File: src/verilog/dcpwu_consts.vh
// Purpose: constants for the dual channel pulse width unit
// Assumes: 8-bit special function register port
// Notes: definitions only
`ifndef DCPWU_CONSTS_VH
`define DCPWU_CONSTS_VH
`define DCPWU_ADDR_DUTY0 8'hfc
`define DCPWU_ADDR_DUTY1 8'hfd
`define DCPWU_ADDR_PRESCALE 8'hfe
`define DCPWU_RESET_BYTE 8'h00
`define DCPWU_COUNT_LAST 8'hfe
`define DCPWU_COUNT_ZERO 8'h00
`define DCPWU_ONE 8'h01
`define DCPWU_OSC_DIV 1'b1
`define DCPWU_PULSE_IDLE 1'b1
`define DCPWU_HIT_IDLE 1'b0
`define DCPWU_HIT_ON 1'b1
`define DCPWU_PAD_BIT 1'b0
`define DCPWU_SEL_NONE 3'b000
`define DCPWU_SEL_DUTY0 3'b001
`define DCPWU_SEL_DUTY1 3'b010
`define DCPWU_SEL_PRESCALE 3'b100
`endif

File: src/verilog/dcpwu_compare.v
// Purpose: one output channel, duty compare against shared count
// Assumes: count and duty are on core_clk
// Notes: output registered
`default_nettype none
`include "dcpwu_consts.vh"
module dcpwu_compare (
   // clock and reset
   input wire core_clk,
   input wire sys_rst,
   // compare operands
   input wire [7:0] duty,
   input wire [7:0] count,
   // channel output
   output reg pulse_out
);
   always @(posedge core_clk) begin
      if (sys_rst) begin
         pulse_out <= `DCPWU_PULSE_IDLE;
      end else begin
         // 00 always high, ff always low
         pulse_out <= !(duty > count);
      end
   end
endmodule // dcpwu_compare
`default_nettype wire

File: src/verilog/dcpwu_top.v
// Purpose: two-channel pulse width modulator with shared prescaler and counter
// Assumes: core_clk is the oscillator clock; registers reached by an 8-bit sfr port
// Notes: reads return registered data one cycle after the read strobe
`default_nettype none
`include "dcpwu_consts.vh"
module dcpwu_top (
   // clock and reset
   input wire core_clk,
   input wire sys_rst,
   // special function register port
   input wire [7:0] sfr_addr,
   input wire sfr_wr,
   input wire sfr_rd,
   input wire [7:0] sfr_wdata,
   output reg [7:0] sfr_rdata,
   output reg sfr_hit,
   // pulse outputs
   output wire pulse_output_channel0,
   output wire pulse_output_channel1
);
   // register select codes, one hot
   localparam [2:0] SEL_NONE = `DCPWU_SEL_NONE;
   localparam [2:0] SEL_DUTY0 = `DCPWU_SEL_DUTY0;
   localparam [2:0] SEL_DUTY1 = `DCPWU_SEL_DUTY1;
   localparam [2:0] SEL_PRESCALE = `DCPWU_SEL_PRESCALE;
   localparam integer CHANNELS = 2;

   // software visible registers
   reg [7:0] duty_ratio_channel0;
   reg [7:0] duty_ratio_channel1;
   reg [7:0] rate_prescale_divider;
   reg [7:0] next_duty_ratio_channel0;
   reg [7:0] next_duty_ratio_channel1;
   reg [7:0] next_rate_prescale_divider;
   // read port next values
   reg [7:0] next_sfr_rdata;
   reg next_sfr_hit;
   // shared timebase
   reg osc_half;
   reg [7:0] prescale_count;
   reg [7:0] shared_count;
   reg next_osc_half;
   reg [7:0] next_prescale_count;
   reg [7:0] next_shared_count;
   wire [8:0] prescale_sum;
   wire [8:0] count_sum;
   wire prescale_done;
   wire count_wrap;
   wire count_step;
   // address decode
   wire [2:0] wr_sel;
   wire [2:0] rd_sel;
   // channel fan out
   wire [CHANNELS*8-1:0] duty_bus;
   wire [CHANNELS-1:0] pulse_bus;

   // one-hot select of the addressed register, none if unmapped
   function [2:0] reg_select;
      input [7:0] a;
      begin
         case (a)
            `DCPWU_ADDR_DUTY0: begin
               reg_select = SEL_DUTY0;
            end
            `DCPWU_ADDR_DUTY1: begin
               reg_select = SEL_DUTY1;
            end
            `DCPWU_ADDR_PRESCALE: begin
               reg_select = SEL_PRESCALE;
            end
            default: begin
               reg_select = SEL_NONE;
            end
         endcase
      end
   endfunction

   assign wr_sel = sfr_wr ? reg_select(sfr_addr) : SEL_NONE;
   assign rd_sel = sfr_rd ? reg_select(sfr_addr) : SEL_NONE;

   // unmapped writes leave every register untouched
   always @* begin
      next_duty_ratio_channel0 = duty_ratio_channel0;
      next_duty_ratio_channel1 = duty_ratio_channel1;
      next_rate_prescale_divider = rate_prescale_divider;
      case (wr_sel)
         SEL_DUTY0: begin
            next_duty_ratio_channel0 = sfr_wdata;
         end
         SEL_DUTY1: begin
            next_duty_ratio_channel1 = sfr_wdata;
         end
         SEL_PRESCALE: begin
            next_rate_prescale_divider = sfr_wdata;
         end
         default: begin
            next_rate_prescale_divider = rate_prescale_divider;
         end
      endcase
   end

   always @(posedge core_clk) begin
      if (sys_rst) begin
         duty_ratio_channel0 <= `DCPWU_RESET_BYTE;
         duty_ratio_channel1 <= `DCPWU_RESET_BYTE;
         rate_prescale_divider <= `DCPWU_RESET_BYTE;
      end else begin
         duty_ratio_channel0 <= next_duty_ratio_channel0;
         duty_ratio_channel1 <= next_duty_ratio_channel1;
         rate_prescale_divider <= next_rate_prescale_divider;
      end
   end

   always @* begin
      next_sfr_rdata = `DCPWU_RESET_BYTE;
      next_sfr_hit = `DCPWU_HIT_IDLE;
      case (rd_sel)
         SEL_DUTY0: begin
            next_sfr_rdata = duty_ratio_channel0;
            next_sfr_hit = `DCPWU_HIT_ON;
         end
         SEL_DUTY1: begin
            next_sfr_rdata = duty_ratio_channel1;
            next_sfr_hit = `DCPWU_HIT_ON;
         end
         SEL_PRESCALE: begin
            next_sfr_rdata = rate_prescale_divider;
            next_sfr_hit = `DCPWU_HIT_ON;
         end
         default: begin
            next_sfr_hit = `DCPWU_HIT_IDLE;
         end
      endcase
   end

   always @(posedge core_clk) begin
      if (sys_rst) begin
         sfr_rdata <= `DCPWU_RESET_BYTE;
         sfr_hit <= `DCPWU_HIT_IDLE;
      end else begin
         sfr_rdata <= next_sfr_rdata;
         sfr_hit <= next_sfr_hit;
      end
   end

   // modulo 255 count
   // >= lets a smaller prescale value act without a restart
   assign prescale_done = (prescale_count >= rate_prescale_divider);
   assign count_wrap = (shared_count >= `DCPWU_COUNT_LAST);
   assign count_step = osc_half && prescale_done;
   assign prescale_sum = {`DCPWU_PAD_BIT, prescale_count} + {`DCPWU_PAD_BIT, `DCPWU_ONE};
   assign count_sum = {`DCPWU_PAD_BIT, shared_count} + {`DCPWU_PAD_BIT, `DCPWU_ONE};

   always @* begin
      next_osc_half = osc_half ^ `DCPWU_OSC_DIV;
      next_prescale_count = prescale_count;
      next_shared_count = shared_count;
      if (osc_half) begin
         if (prescale_done) begin
            next_prescale_count = `DCPWU_COUNT_ZERO;
         end else begin
            next_prescale_count = prescale_sum[7:0];
         end
      end
      if (count_step) begin
         if (count_wrap) begin
            next_shared_count = `DCPWU_COUNT_ZERO;
         end else begin
            next_shared_count = count_sum[7:0];
         end
      end
   end

   always @(posedge core_clk) begin
      if (sys_rst) begin
         osc_half <= `DCPWU_PAD_BIT;
         prescale_count <= `DCPWU_COUNT_ZERO;
         shared_count <= `DCPWU_COUNT_ZERO;
      end else begin
         osc_half <= next_osc_half;
         prescale_count <= next_prescale_count;
         shared_count <= next_shared_count;
      end
   end

   assign duty_bus = {duty_ratio_channel1, duty_ratio_channel0};

   genvar ch;
   generate
      for (ch = 0; ch < CHANNELS; ch = ch + 1) begin : g_channel
         dcpwu_compare u_ch (
            .core_clk(core_clk),
            .sys_rst(sys_rst),
            .duty(duty_bus[ch*8 +: 8]),
            .count(shared_count),
            .pulse_out(pulse_bus[ch])
         );
      end
   endgenerate

   assign pulse_output_channel0 = pulse_bus[0];
   assign pulse_output_channel1 = pulse_bus[1];
endmodule // dcpwu_top
`default_nettype wire

File: config.mk
export PLATFORM = sky130hd
export DESIGN_NAME = dcpwu_top
export DESIGN_NICKNAME = d
export VERILOG_FILES = /design/src/verilog/dcpwu_compare.v /design/src/verilog/dcpwu_top.v
export VERILOG_INCLUDE_DIRS = /design/src /design/src/verilog
export SDC_FILE = /design/constraint.sdc
export NUM_CORES = 1
export LEC_CHECK = 0
export BUFFER_PORTS_ARGS = -buffer_cell sky130_fd_sc_hd__buf_2
export CAP_MARGIN = 0
export CORE_ASPECT_RATIO = 0.9
export CORE_UTILIZATION = 60
export DETAILED_ROUTE_END_ITERATION = 16
export GPL_TIMING_DRIVEN = 0
export PLACE_DENSITY_LB_ADDON = 0.12
export SLEW_MARGIN = 5
export SYNTH_ARGS = -nofsm -noshare
export SYNTH_HDL_FRONTEND = slang
export SYNTH_SLANG_ARGS = --single-unit
File: constraint.sdc
create_clock -name core_clk -period 5.6 [get_ports core_clk]
set_clock_uncertainty 0.2 [all_clocks]
set_input_delay 0.56 -clock core_clk [delete_from_list [all_inputs] [get_ports core_clk]]
set_output_delay 0.56 -clock core_clk [all_outputs]
set_load 0.02 [all_outputs]
Yosys cells after proc, flatten, opt, wreduce, memory -nomap -nowiden --
Index checks and enable logic that the tools add are counted.
Operators by class: add/sub/neg operators 2, $lt $le $gt $ge 4, equal/unequal tests 9, mux-type cells 7, bitwise operators 1, reductions and logical operators 4
Operators by type and width (count):
- 8-bit equality test, second input constant | 3
- 8-bit one-hot mux with 3 select lines | 1
- 8-bit by 1-bit adder with 8-bit output, second input constant | 2
- 8-bit greater-than comparator | 2
- 8-bit 2-to-1 mux | 2
- 3-bit one-hot mux with 3 select lines | 1
- 8-bit greater-or-equal comparator | 1
- 8-bit greater-or-equal comparator, second input constant | 1
- 3-bit by 1-bit equality test with 1-bit output, second input constant | 2
- 3-bit by 2-bit equality test with 1-bit output, second input constant | 2
- 3-bit equality test, second input constant | 2
- 3-bit 2-to-1 mux | 2
- 3-bit OR reduction | 1
- 1-bit logical NOT | 2
- 1-bit logical AND | 1
- 1-bit 2-to-1 mux | 1
- 1-bit NOT | 1
Word-level totals: register bits 52, input bits 20, output and inout bits 11, logic and storage cells 37

Logic depth before layout (Yosys ltp) --
Gate-level depths: netlist of the first run.
depth in word-level cells 6, gate-level depth with buffers 7

Modules after synthesis --
From an unflattened synthesis of the first run, not the netlist that was laid out.
Unflattened totals: cell total of the unflattened synthesis 320, area, all modules 2808.9 sq um
By module, submodules not included:
- dcpwu_top | times used 1, cells each 260, area each 2348.5 sq um, sequential area each 1001.0 sq um
- dcpwu_compare | times used 2, cells each 30, area each 230.2 sq um, sequential area each 20.0 sq um

Worst setup path before layout of the first run --
OpenSTA, ideal clock, no wires.
path kind register to register, start reg prescale_count[0], end reg shared_count[6], setup time 0.136 ns, arrival time 1.798 ns, setup slack 3.466 ns, stages on the path, launching flop included 8, buffers on the path 0, clock period less this slack 2.134 ns, path through dfxtp_1 -> inv_1 -> ha_1 -> nand2b_4 -> a2111o_1 -> a32o_2 -> a41oi_2 -> a311oi_2
On the way: cells in the longest elaborated chain, start to end 2
RTL lines:
- start, declared | line dcpwu_top.v:40 | reg [7:0] prescale_count;
- start signal, assigned | line dcpwu_top.v:177 | prescale_count <= `DCPWU_COUNT_ZERO;
- start signal, assigned | line dcpwu_top.v:181 | prescale_count <= next_prescale_count;
- 8-bit greater-or-equal comparator | line dcpwu_top.v:148 | assign prescale_done = (prescale_count >= rate_prescale_divider);
- 1-bit logical AND | line dcpwu_top.v:150 | assign count_step = osc_half && prescale_done;
- end signal, assigned | line dcpwu_top.v:178 | shared_count <= `DCPWU_COUNT_ZERO;
- end signal, assigned | line dcpwu_top.v:182 | shared_count <= next_shared_count;
- end, declared | line dcpwu_top.v:41 | reg [7:0] shared_count;
No other way between the ends. A chain may end at the register's enable or synchronous reset.

Worst setup path in the final report of the first run --
start reg prescale_count[0], end reg shared_count[1]
Same word-level chain as after synthesis.

==> results_tabular.tex, run 1 <==
\begin{tabular}{lr}
\hline
Metric & Value \\
\hline
\multicolumn{2}{l}{\textbf{Synthesis}} \\
\quad Fraction of the mapped netlist area in compound gates & roughly 12\% \\
\quad Count of flip-flops with a built-in enable after synthesis & 0 \\
\quad Most used DFF post-synth & sky130\_fd\_sc\_hd\_\_dfxtp\_1 \\
\quad Fraction of synthesis flops using an asynchronous set or reset pin & 0\% \\
\quad Simple-gate area share of the yosys netlist & about 20\% \\
\quad Cell with the most instances after synthesis & sky130\_fd\_sc\_hd\_\_nor2\_1 \\
\quad Unique masters post-synth & 46 \\
\quad Synth top cells by count & 56 x sky130\_fd\_sc\_hd\_\_nor2\_1, 52 x sky130\_fd\_sc\_hd\_\_dfxtp\_1, 32 x sky130\_fd\_sc\_hd\_\_mux2i\_1 \\
\quad Area leader, netlist & sky130\_fd\_sc\_hd\_\_dfxtp\_1 \\
\quad Synth top area share & between 30\% and 40\% \\
\quad Share of synthesized area spent on multiplexers & a little under an eighth \\
\quad Syn. warnings & 0 \\
\quad Net count of the mapped netlist & between 300 and 400 \\
\quad Synthesized flop and latch total & 52 \\
\quad Mean cell area of the mapped netlist & between 9 and 10 um\^{}2 \\
\quad Combinational family with the most area after synthesis & simple AND/OR/NAND/NOR gates \\
\quad Adder and majority gate portion of the synthesized area & about an eighth \\
\quad Post-synthesis cell count & roughly 300 \\
\quad Most area-consuming cells after synthesis & sky130\_fd\_sc\_hd\_\_dfxtp\_1 38\%, sky130\_fd\_sc\_hd\_\_ha\_1 12\%, sky130\_fd\_sc\_hd\_\_mux2i\_1 12\% \\
\quad Cell area after synthesis & $\sim$2700 um\^{}2 \\
\quad Post-synthesis share of cell area spent on xor and xnor gates & 1.60\% \\
\quad Seq/Total Area, Yosys & a little under two fifths \\
\multicolumn{2}{l}{\textbf{Worst setup path}} \\
\quad Critical path, cell by cell & inv\_1 -> ha\_1 -> nand2b\_4 -> a2111o\_1 -> a32oi\_4 -> or3\_1 -> a21oi\_1 \\
\quad Cell count along the critical path & 7 \\
\quad Worst R2R Setup Slack & 3.32 ns \\
\quad Largest stage delay on the critical path & about 0.47 ns \\
\quad CP endpoint & shared\_count[1]\$\_SDFFE\_PP0P\_ \\
\quad Worst reg2reg endpoint & shared\_count[1]\$\_SDFFE\_PP0P\_ \\
\quad Gate family responsible for the most delay along the worst path & compound AO/OA/AOI/OAI gates \\
\quad Launch point of the worst reg-to-reg path & prescale\_count[0]\$\_SDFFE\_PP0P\_ \\
\quad Setup Crit Path Kind & flop to flop \\
\quad Signal arrival time at the worst endpoint & between 2 and 2.5 ns \\
\quad Startpoint Class & flop \\
\quad Slowest cell on crit path & sky130\_fd\_sc\_hd\_\_a2111o\_1 \\
\quad Worst endpoint required time & approximately 5.6 ns \\
\quad CP endpoint kind & flop \\
\quad Number of buffer and inverter stages on the critical path & 1 \\
\quad Critical path origin & prescale\_count[0]\$\_SDFFE\_PP0P\_ \\
\quad Number of cells traversed by the worst register-to-register path & 7 \\
\quad Maximum fanout encountered on the critical timing path & 10 \\
\multicolumn{2}{l}{\textbf{Place}} \\
\quad Placed Cells incl. Taps & $\sim$390 \\
\quad Placed instance area & 2960 um\^{}2 \\
\quad Weighted congestion reported at the end of routability-driven placement & 0.884 \\
\quad HPWL after DPL & 4.47 mm \\
\quad Dpl ws & 3.32 ns \\
\quad Port Buffers & 30 \\
\multicolumn{2}{l}{\textbf{Power and ir drop}} \\
\quad LEAKAGE & 1.33 nW \\
\quad Fraction of power spent switching nets & 23.9\% \\
\quad Peak supply drop & around 0.14 mV \\
\quad Sequential power share & between 50 and 60\% \\
\quad Total Power Consumption & between 0.6 and 0.7 mW \\
\quad Power spent charging and discharging nets & 0.155 mW \\
\quad Combinational group share of total power & approximately 7.7\% \\
\quad Pwr dens & 211 nW/um\^{}2 \\
\quad Internal power & between 0.4 and 0.5 mW \\
\quad Share of power burned in the clock network & 34.2\% \\
\multicolumn{2}{l}{\textbf{Routing}} \\
\quad 1st-iter DRT viols & just over 90 \\
\quad DRT antenna net count & 0 \\
\quad DRC & 0 \\
\quad Detailed-route via count & between 2000 and 2500 \\
\quad Drt via density & 5.61 \\
\quad First-pass DRT Iterations & 4 \\
\quad Wire length after detailed routing & just under 6 mm \\
\quad Drt wl/cell & approximately 15 um \\
\multicolumn{2}{l}{\textbf{GRT}} \\
\quad Number of antenna violations at the first check in global routing & 0 \\
\quad Pin count of the biggest net entering global routing & 16 \\
\quad Gr ovfl total & 0 \\
\quad Via count of the first global-routing pass & around 2100 \\
\quad Global routing usage summed across all routing layers & 27.2\% \\
\quad First-pass GRT wire length & approximately 9.8 mm \\
\multicolumn{2}{l}{\textbf{Hold path}} \\
\quad Critical hold path startpoint & prescale\_count[0]\$\_SDFFE\_PP0P\_ \\
\quad Worst min-delay path class & flop to flop \\
\multicolumn{2}{l}{\textbf{Final layout}} \\
\quad Post-Layout Cell Count & 397 \\
\quad Share of post-route cells with drive strength above 1 & 16.6\% \\
\quad Reg area & between 1000 and 1500 um\^{}2 \\
\quad \# nets final & between 300 and 400 \\
\quad Filler instances & roughly 350 \\
\quad Finished layout cell area & just over 3000 um\^{}2 \\
\quad Area of combinational cells with multiple inputs & 1570 um\^{}2 \\
\quad Syn-to-layout area delta & 11.6\% \\
\quad Diodes inserted & 0 \\
\multicolumn{2}{l}{\textbf{STA}} \\
\quad Worst-margin pin slew & $\sim$0.58 ns \\
\quad Fraction of the cycle the final worst path needs & 40.8\% \\
\quad Post-Route Setup TNS & 0 ns \\
\quad Unrepaired setup endpoints after global routing & no \\
\quad Final min period & between 2 and 2.5 ns \\
\quad Worst slew margin & between 60\% and 70\% \\
\quad Count of endpoints failing hold in the final timing report & 0 \\
\quad \# setup viols final & 0 \\
\quad Max Freq & about 440 MHz \\
\quad Worst path setup slack after routing & 3.32 ns \\
\quad Max Slew Vio Count & 0 \\
\multicolumn{2}{l}{\textbf{CTS}} \\
\quad CTS sink count & between 50 and 60 \\
\quad TritonCTS clock tree & built \\
\quad Insertion delay to the later sink of the worst-skew pair & 0.31 ns \\
\quad Master cell of the clock root buffer & sky130\_fd\_sc\_hd\_\_clkbuf\_8 \\
\quad Hold buffers post-CTS & 0 \\
\quad Clock Path Buffers & 2 \\
\quad Post-CTS resize count & 0 \\
\quad Total number of H-tree levels & 2 \\
\quad Number of buffers created by CTS & 5 \\
\quad Clock-pin slew on the worst setup and hold paths & 0.10 ns \\
\quad Post-CTS Setup Inserts & 0 \\
\multicolumn{2}{l}{\textbf{Die}} \\
\quad Die Height & between 60 and 70 um \\
\quad FP Rows & 22 \\
\quad Die outline area & about 4800 um\^{}2 \\
\quad Core region area & roughly 4200 um\^{}2 \\
\quad Number of ports placed on the die boundary & 31 \\
\quad Width of the die & between 70 and 80 um \\
\quad Effective utilization at floorplan & 65.0\% \\
\multicolumn{2}{l}{\textbf{Outcome}} \\
\quad Status & complete, no violations \\
\multicolumn{2}{l}{\textbf{Flow run}} \\
\quad Number of max-cap violations & 0 \\
\hline
\end{tabular}
power by group through the flow:
stage | combinational [mW] | sequential (mW) | clock, mW
floorplan | 0.0299 | 0.384 | 0
global placement | 0.0482 | 0.384 | 0
detailed placement | 0.0494 | 0.384 | 0
CTS | 0.0500 | 0.375 | 0.221
global route | 0.0557 | 0.376 | 0.238
finish | 0.0500 | 0.375 | 0.221
metrics by stage:
stage	hold WS [ns]	utilization, %
finish	0.306	72.6
CTS	0.307	72.6
global route	0.309	72.6
floorplan	0.261	-
global placement	0.284	70.4
detailed placement	0.294	70.4
cell families after synthesis:
family / after synthesis
multiplexers: 32
AO/OA/AOI/OAI: 49
XOR/XNOR: 5
adder cells (fa/ha/maj): 27
AND/OR/NAND/NOR: 103
buffers and inverters: 31
flip-flops: 52
state kept, by name (all words and copies together), names as in the netlist:
name and count:
osc_half 1, sfr_rdata 8, rate_prescale_divider 8, sfr_hit 1
g_channel.u_ch.pulse_out 2, duty_ratio_channel0 8, duty_ratio_channel1 8, shared_count 8
prescale_count 8
layer usage:
metal	up-vias	track usage, %	share of wire (%)
li1	1123	-	-
met1	1039	36.0	48
met2	56	45.1	46
met3	9	4.27	4.6
met4	0	8.58	1.4
met5	-	0	0
cell usage in the layout, fill, tap and decap left out, types with 2 or more instances in the layout:
cell type | Yosys | routed
sky130_fd_sc_hd__clkbuf_8 | 0 | 6
sky130_fd_sc_hd__nor3_2 | 2 | 2
sky130_fd_sc_hd__nor2b_1 | 6 | 6
sky130_fd_sc_hd__nand4_1 | 9 | 9
sky130_fd_sc_hd__a21oi_1 | 23 | 23
sky130_fd_sc_hd__nand4b_1 | 2 | 2
sky130_fd_sc_hd__nand3b_1 | 2 | 2
sky130_fd_sc_hd__clkinv_2 | 0 | 2
sky130_fd_sc_hd__xnor2_1 | 2 | 2
sky130_fd_sc_hd__or3_1 | 2 | 2
sky130_fd_sc_hd__dfxtp_1 | 52 | 52
sky130_fd_sc_hd__buf_2 | 4 | 34
sky130_fd_sc_hd__ha_1 | 27 | 27
sky130_fd_sc_hd__clkbuf_1 | 2 | 2
sky130_fd_sc_hd__xor2_1 | 3 | 3
sky130_fd_sc_hd__o21ai_0 | 8 | 8
sky130_fd_sc_hd__a21o_1 | 2 | 2
sky130_fd_sc_hd__a31oi_1 | 2 | 2
sky130_fd_sc_hd__nand2b_4 | 2 | 2
sky130_fd_sc_hd__o31ai_1 | 2 | 2
sky130_fd_sc_hd__nor2_1 | 56 | 56
sky130_fd_sc_hd__mux2i_1 | 32 | 32
sky130_fd_sc_hd__nand2_1 | 8 | 8
sky130_fd_sc_hd__buf_1 | 2 | 2
sky130_fd_sc_hd__nand3_1 | 5 | 5
sky130_fd_sc_hd__o21a_1 | 2 | 2
sky130_fd_sc_hd__inv_1 | 21 | 21
worst register-to-register path, stage by stage, from the launching register on:
cell and delay [ns]:
sky130_fd_sc_hd__dfxtp_1 0.38, sky130_fd_sc_hd__inv_1 0.08, sky130_fd_sc_hd__ha_1 0.27, sky130_fd_sc_hd__nand2b_4 0.13
sky130_fd_sc_hd__a2111o_1 0.47, sky130_fd_sc_hd__a32oi_4 0.40, sky130_fd_sc_hd__or3_1 0.18, sky130_fd_sc_hd__a21oi_1 0.06
how the worst min path moves through the flow:
stage | to | cells after the start
global route | shared_count[5]$_SDFFE_PP0P_ | 2
finish | prescale_count[0]$_SDFFE_PP0P_ | 2
floorplan | shared_count[3]$_SDFFE_PP0P_ | 2
global placement | shared_count[3]$_SDFFE_PP0P_ | 2
CTS | shared_count[3]$_SDFFE_PP0P_ | 2
detailed placement | prescale_count[0]$_SDFFE_PP0P_ | 2
layout make-up:
type                    count  share of cell area (%)
clock buffers               6                    2.70
repair buffers             30                    4.91
clock inverters             2                   0.327
flip-flops and latches     52                    34.1
inverters                  21                    2.58
multi-input cells         216                    51.3
well taps                  60                    2.46
plain buffers              10                    1.68
Power figures use the tool's default switching activity.
==> run 2: changes to the inputs <==
--- a/config.mk
+++ b/config.mk
@@ -9,7 +9,7 @@
 export BUFFER_PORTS_ARGS = -buffer_cell sky130_fd_sc_hd__buf_2
 export CAP_MARGIN = 0
 export CORE_ASPECT_RATIO = 0.9
-export CORE_UTILIZATION = 60
+export CORE_UTILIZATION = 58
 export DETAILED_ROUTE_END_ITERATION = 16
 export GPL_TIMING_DRIVEN = 0
 export PLACE_DENSITY_LB_ADDON = 0.12
==> constraint.sdc (replaced) <==
create_clock -name core_clk -period 2.35 [get_ports core_clk]
set_clock_uncertainty 0.2 [all_clocks]
set_input_delay 0.235 -clock core_clk [delete_from_list [all_inputs] [get_ports core_clk]]
set_output_delay 0.235 -clock core_clk [all_outputs]
set_load 0.02 [all_outputs]
==> run 2 against run 1 <==
Compared with the run above:
- sequential share of layout area decreased by 1.0 points
- utilization is 2.2 points lower
- power increased to 2.5 times the previous value
- register-to-register slack worse by 3.2 ns
- via count down 1.0%
- combinational power grew to 2.6 times the previous value
- worst setup slack got worse by 3.2 ns
- critical path depth unchanged
- sequential power is 140% higher
- flip-flop and latch count stayed put
- critical path type unchanged
- largest cell class unchanged
- largest power group unchanged
- highest routed layer unchanged
==> results_tabular.tex, run 2 (synthesis results as in run 1) <==
\begin{tabular}{lr}
\hline
Metric & Value \\
\hline
\multicolumn{2}{l}{\textbf{STA}} \\
\quad Max Freq & around 450 MHz \\
\quad Unrepaired setup endpoints after global routing & no \\
\quad \# setup viols final & 0 \\
\quad Post-Route Setup TNS & 0 ns \\
\quad Count of endpoints failing hold in the final timing report & 0 \\
\quad Worst slew margin & just over 60\% \\
\quad Worst path setup slack after routing & between 0.1 and 0.15 ns \\
\quad Final min period & approximately 2.2 ns \\
\quad Worst-margin pin slew & $\sim$0.56 ns \\
\quad Fraction of the cycle the final worst path needs & a little over nine tenths \\
\quad Max Slew Vio Count & 0 \\
\multicolumn{2}{l}{\textbf{Die}} \\
\quad Number of ports placed on the die boundary & 31 \\
\quad Width of the die & between 70 and 80 um \\
\quad Die outline area & 5000 um\^{}2 \\
\quad Die Height & 67.2 um \\
\quad Effective utilization at floorplan & about three fifths \\
\quad Core region area & $\sim$4500 um\^{}2 \\
\quad FP Rows & 23 \\
\multicolumn{2}{l}{\textbf{Final layout}} \\
\quad Commonest cells after routing, fill and taps aside & 56 x sky130\_fd\_sc\_hd\_\_nor2\_1, 50 x sky130\_fd\_sc\_hd\_\_dfxtp\_1, 34 x sky130\_fd\_sc\_hd\_\_buf\_2, 32 x sky130\_fd\_sc\_hd\_\_mux2i\_1, 27 x sky130\_fd\_sc\_hd\_\_ha\_1 \\
\quad Reg area & 1040 um\^{}2 \\
\quad Share of post-route cells with drive strength above 1 & 17.2\% \\
\quad Diodes inserted & 0 \\
\quad \# nets final & slightly below 400 \\
\quad Syn-to-layout area delta & 15.4\% \\
\quad Commonest non-fill, non-tap cell in the layout & sky130\_fd\_sc\_hd\_\_nor2\_1 \\
\quad Area of combinational cells with multiple inputs & roughly 1600 um\^{}2 \\
\quad Filler instances & roughly 380 \\
\quad Post-Layout Cell Count & 406 \\
\multicolumn{2}{l}{\textbf{Place}} \\
\quad Port Buffers & 30 \\
\quad Weighted congestion reported at the end of routability-driven placement & $\sim$0.86 \\
\quad Placed Cells incl. Taps & 391 \\
\quad HPWL after DPL & between 4 and 5 mm \\
\quad Dpl ws & around 0.059 ns \\
\multicolumn{2}{l}{\textbf{CTS}} \\
\quad CTS sink count & 52 \\
\quad Total number of H-tree levels & 2 \\
\quad Clock Path Buffers & 2 \\
\quad Clock-pin slew on the worst setup and hold paths & $\sim$0.090 ns \\
\quad Master cell of the clock root buffer & sky130\_fd\_sc\_hd\_\_clkbuf\_8 \\
\quad Insertion delay to the later sink of the worst-skew pair & about 0.3 ns \\
\quad TritonCTS clock tree & built \\
\quad Number of buffers created by CTS & 5 \\
\multicolumn{2}{l}{\textbf{Routing}} \\
\quad Met2 Wirelength & $\sim$2.6 mm \\
\quad First-pass DRT Iterations & 4 \\
\quad DRT antenna net count & 0 \\
\quad Detailed-route via count & 2204 \\
\quad DRC & 0 \\
\quad Drt via density & approximately 5.4 \\
\quad 1st-iter DRT viols & between 100 and 150 \\
\quad Wire length after detailed routing & between 5 and 6 mm \\
\quad Drt wl/cell & about 15 um \\
\quad Top Metal Used & met4 \\
\quad Routed length on met3 & roughly 260 um \\
\quad M1 WL & $\sim$3.0 mm \\
\multicolumn{2}{l}{\textbf{Worst setup path}} \\
\quad Worst endpoint required time & $\sim$2.3 ns \\
\quad Launch point of the worst reg-to-reg path & prescale\_count[0]\$\_SDFFE\_PP0P\_ \\
\quad Worst reg2reg endpoint & shared\_count[6]\$\_SDFFE\_PP0P\_ \\
\quad Startpoint Class & flop \\
\quad Critical path, cell by cell & inv\_1 -> ha\_1 -> nand2b\_4 -> a2111o\_1 -> a32o\_2 -> a41oi\_2 -> a311oi\_2 \\
\quad Number of cells traversed by the worst register-to-register path & 7 \\
\quad Signal arrival time at the worst endpoint & 2.21 ns \\
\quad Maximum fanout encountered on the critical timing path & 7 \\
\quad Setup Crit Path Kind & flop to flop \\
\quad Slowest cell on crit path & sky130\_fd\_sc\_hd\_\_a2111o\_1 \\
\quad Worst R2R Setup Slack & about 0.12 ns \\
\quad CP endpoint kind & flop \\
\quad Largest stage delay on the critical path & about 0.47 ns \\
\multicolumn{2}{l}{\textbf{GRT}} \\
\quad Global routing usage summed across all routing layers & 27.2\% \\
\quad Gr ovfl total & 0 \\
\quad First-pass GRT wire length & between 10 and 15 mm \\
\quad Pin count of the biggest net entering global routing & 17 \\
\quad Via count of the first global-routing pass & 2163 \\
\quad Number of antenna violations at the first check in global routing & 0 \\
\multicolumn{2}{l}{\textbf{Power and ir drop}} \\
\quad Peak supply drop & $\sim$0.41 mV \\
\quad LEAKAGE & about 1.4 nW \\
\quad Pwr dens & 516 nW/um\^{}2 \\
\multicolumn{2}{l}{\textbf{Outcome}} \\
\quad Status & complete, no violations \\
\multicolumn{2}{l}{\textbf{Hold path}} \\
\quad Worst min-delay path class & input port to flop \\
\quad End point of the most critical hold path & duty\_ratio\_channel0[3]\$\_SDFFE\_PP0N\_ \\
\quad Critical hold path startpoint & sfr\_wdata[3] \\
\quad Worst hold path stage count & 3 \\
\multicolumn{2}{l}{\textbf{Flow run}} \\
\quad Number of max-cap violations & 0 \\
\hline
\end{tabular}
-- run 2: critical path, delay by kind of cell, from the launching register on --
kind / cells / cell delay, ns
AO/OA/AOI/OAI: 4 / 1.08
adder cells (fa/ha/maj): 1 / 0.26
buffers and inverters: 1 / 0.06
flip-flops: 1 / 0.36
AND/OR/NAND/NOR: 1 / 0.13
-- run 2: repair_timing --
| action | in CTS | in global routing |
|---|---|---|
| buffers inserted | 0 | 1 |
| hold buffers | 6 | 0 |
| resized for setup | 0 | 2 |
| endpoints found under the hold margin | 9 | 0 |
| setup endpoints to repair | 0 | 11 |
-- run 2: final cells by class --
type	instances	area share, %
multi-input combinational	216	49.6
sequential	52	33.0
timing repair buffer	37	7.28
inverter	21	2.49
tap	62	2.45
clock buffer	5	2.18
buffer	10	1.62
clock inverter	3	1.35
-- run 2: how the worst max path moves through the flow --
stage                                              start                           end  slack [ns]  cells after the start
after detailed placement  prescale_count[0]$_SDFFE_PP0P_  shared_count[1]$_SDFFE_PP0P_        0.06                      7
after global placement    prescale_count[0]$_SDFFE_PP0P_  shared_count[1]$_SDFFE_PP0P_        0.08                      7
final                     prescale_count[0]$_SDFFE_PP0P_  shared_count[6]$_SDFFE_PP0P_        0.12                      7
after floorplan           prescale_count[0]$_SDFFE_PP0P_  shared_count[6]$_SDFFE_PP0P_        0.22                      7
after global routing      prescale_count[0]$_SDFFE_PP0P_  shared_count[1]$_SDFFE_PP0P_        0.02                      8
after CTS                 prescale_count[0]$_SDFFE_PP0P_  shared_count[5]$_SDFFE_PP0P_        0.04                      7
-- run 2: where the power goes --
part / switching (mW) / total (mW) / internal, mW
logic: 0.0723 / 0.131 / 0.0586
registers: 0.00644 / 0.894 / 0.887
clock network: 0.292 / 0.607 / 0.315
total: 0.370 / 1.63 / 1.26
-- run 2: per-stage QoR --
stage                     instance area, um^2  utilization [%]  hold slack [ns]  power (mW)
final                                    3160             70.4           0.0111        1.63
after global placement                   2970             66.1            0.287        1.03
after floorplan                          2740                -            0.136       0.987
after CTS                                3140             69.9          0.00436        1.64
after global routing                     3160             70.4          0.00760        1.71
after detailed placement                 2970             66.1            0.299        1.03
-- run 2: metal layers --
metal | track usage, % | vias up
met5 | 0 | -
li1 | - | 1130
met2 | 43.6 | 51
met4 | 9.20 | 0
met3 | 5.07 | 9
met1 | 36.7 | 1014
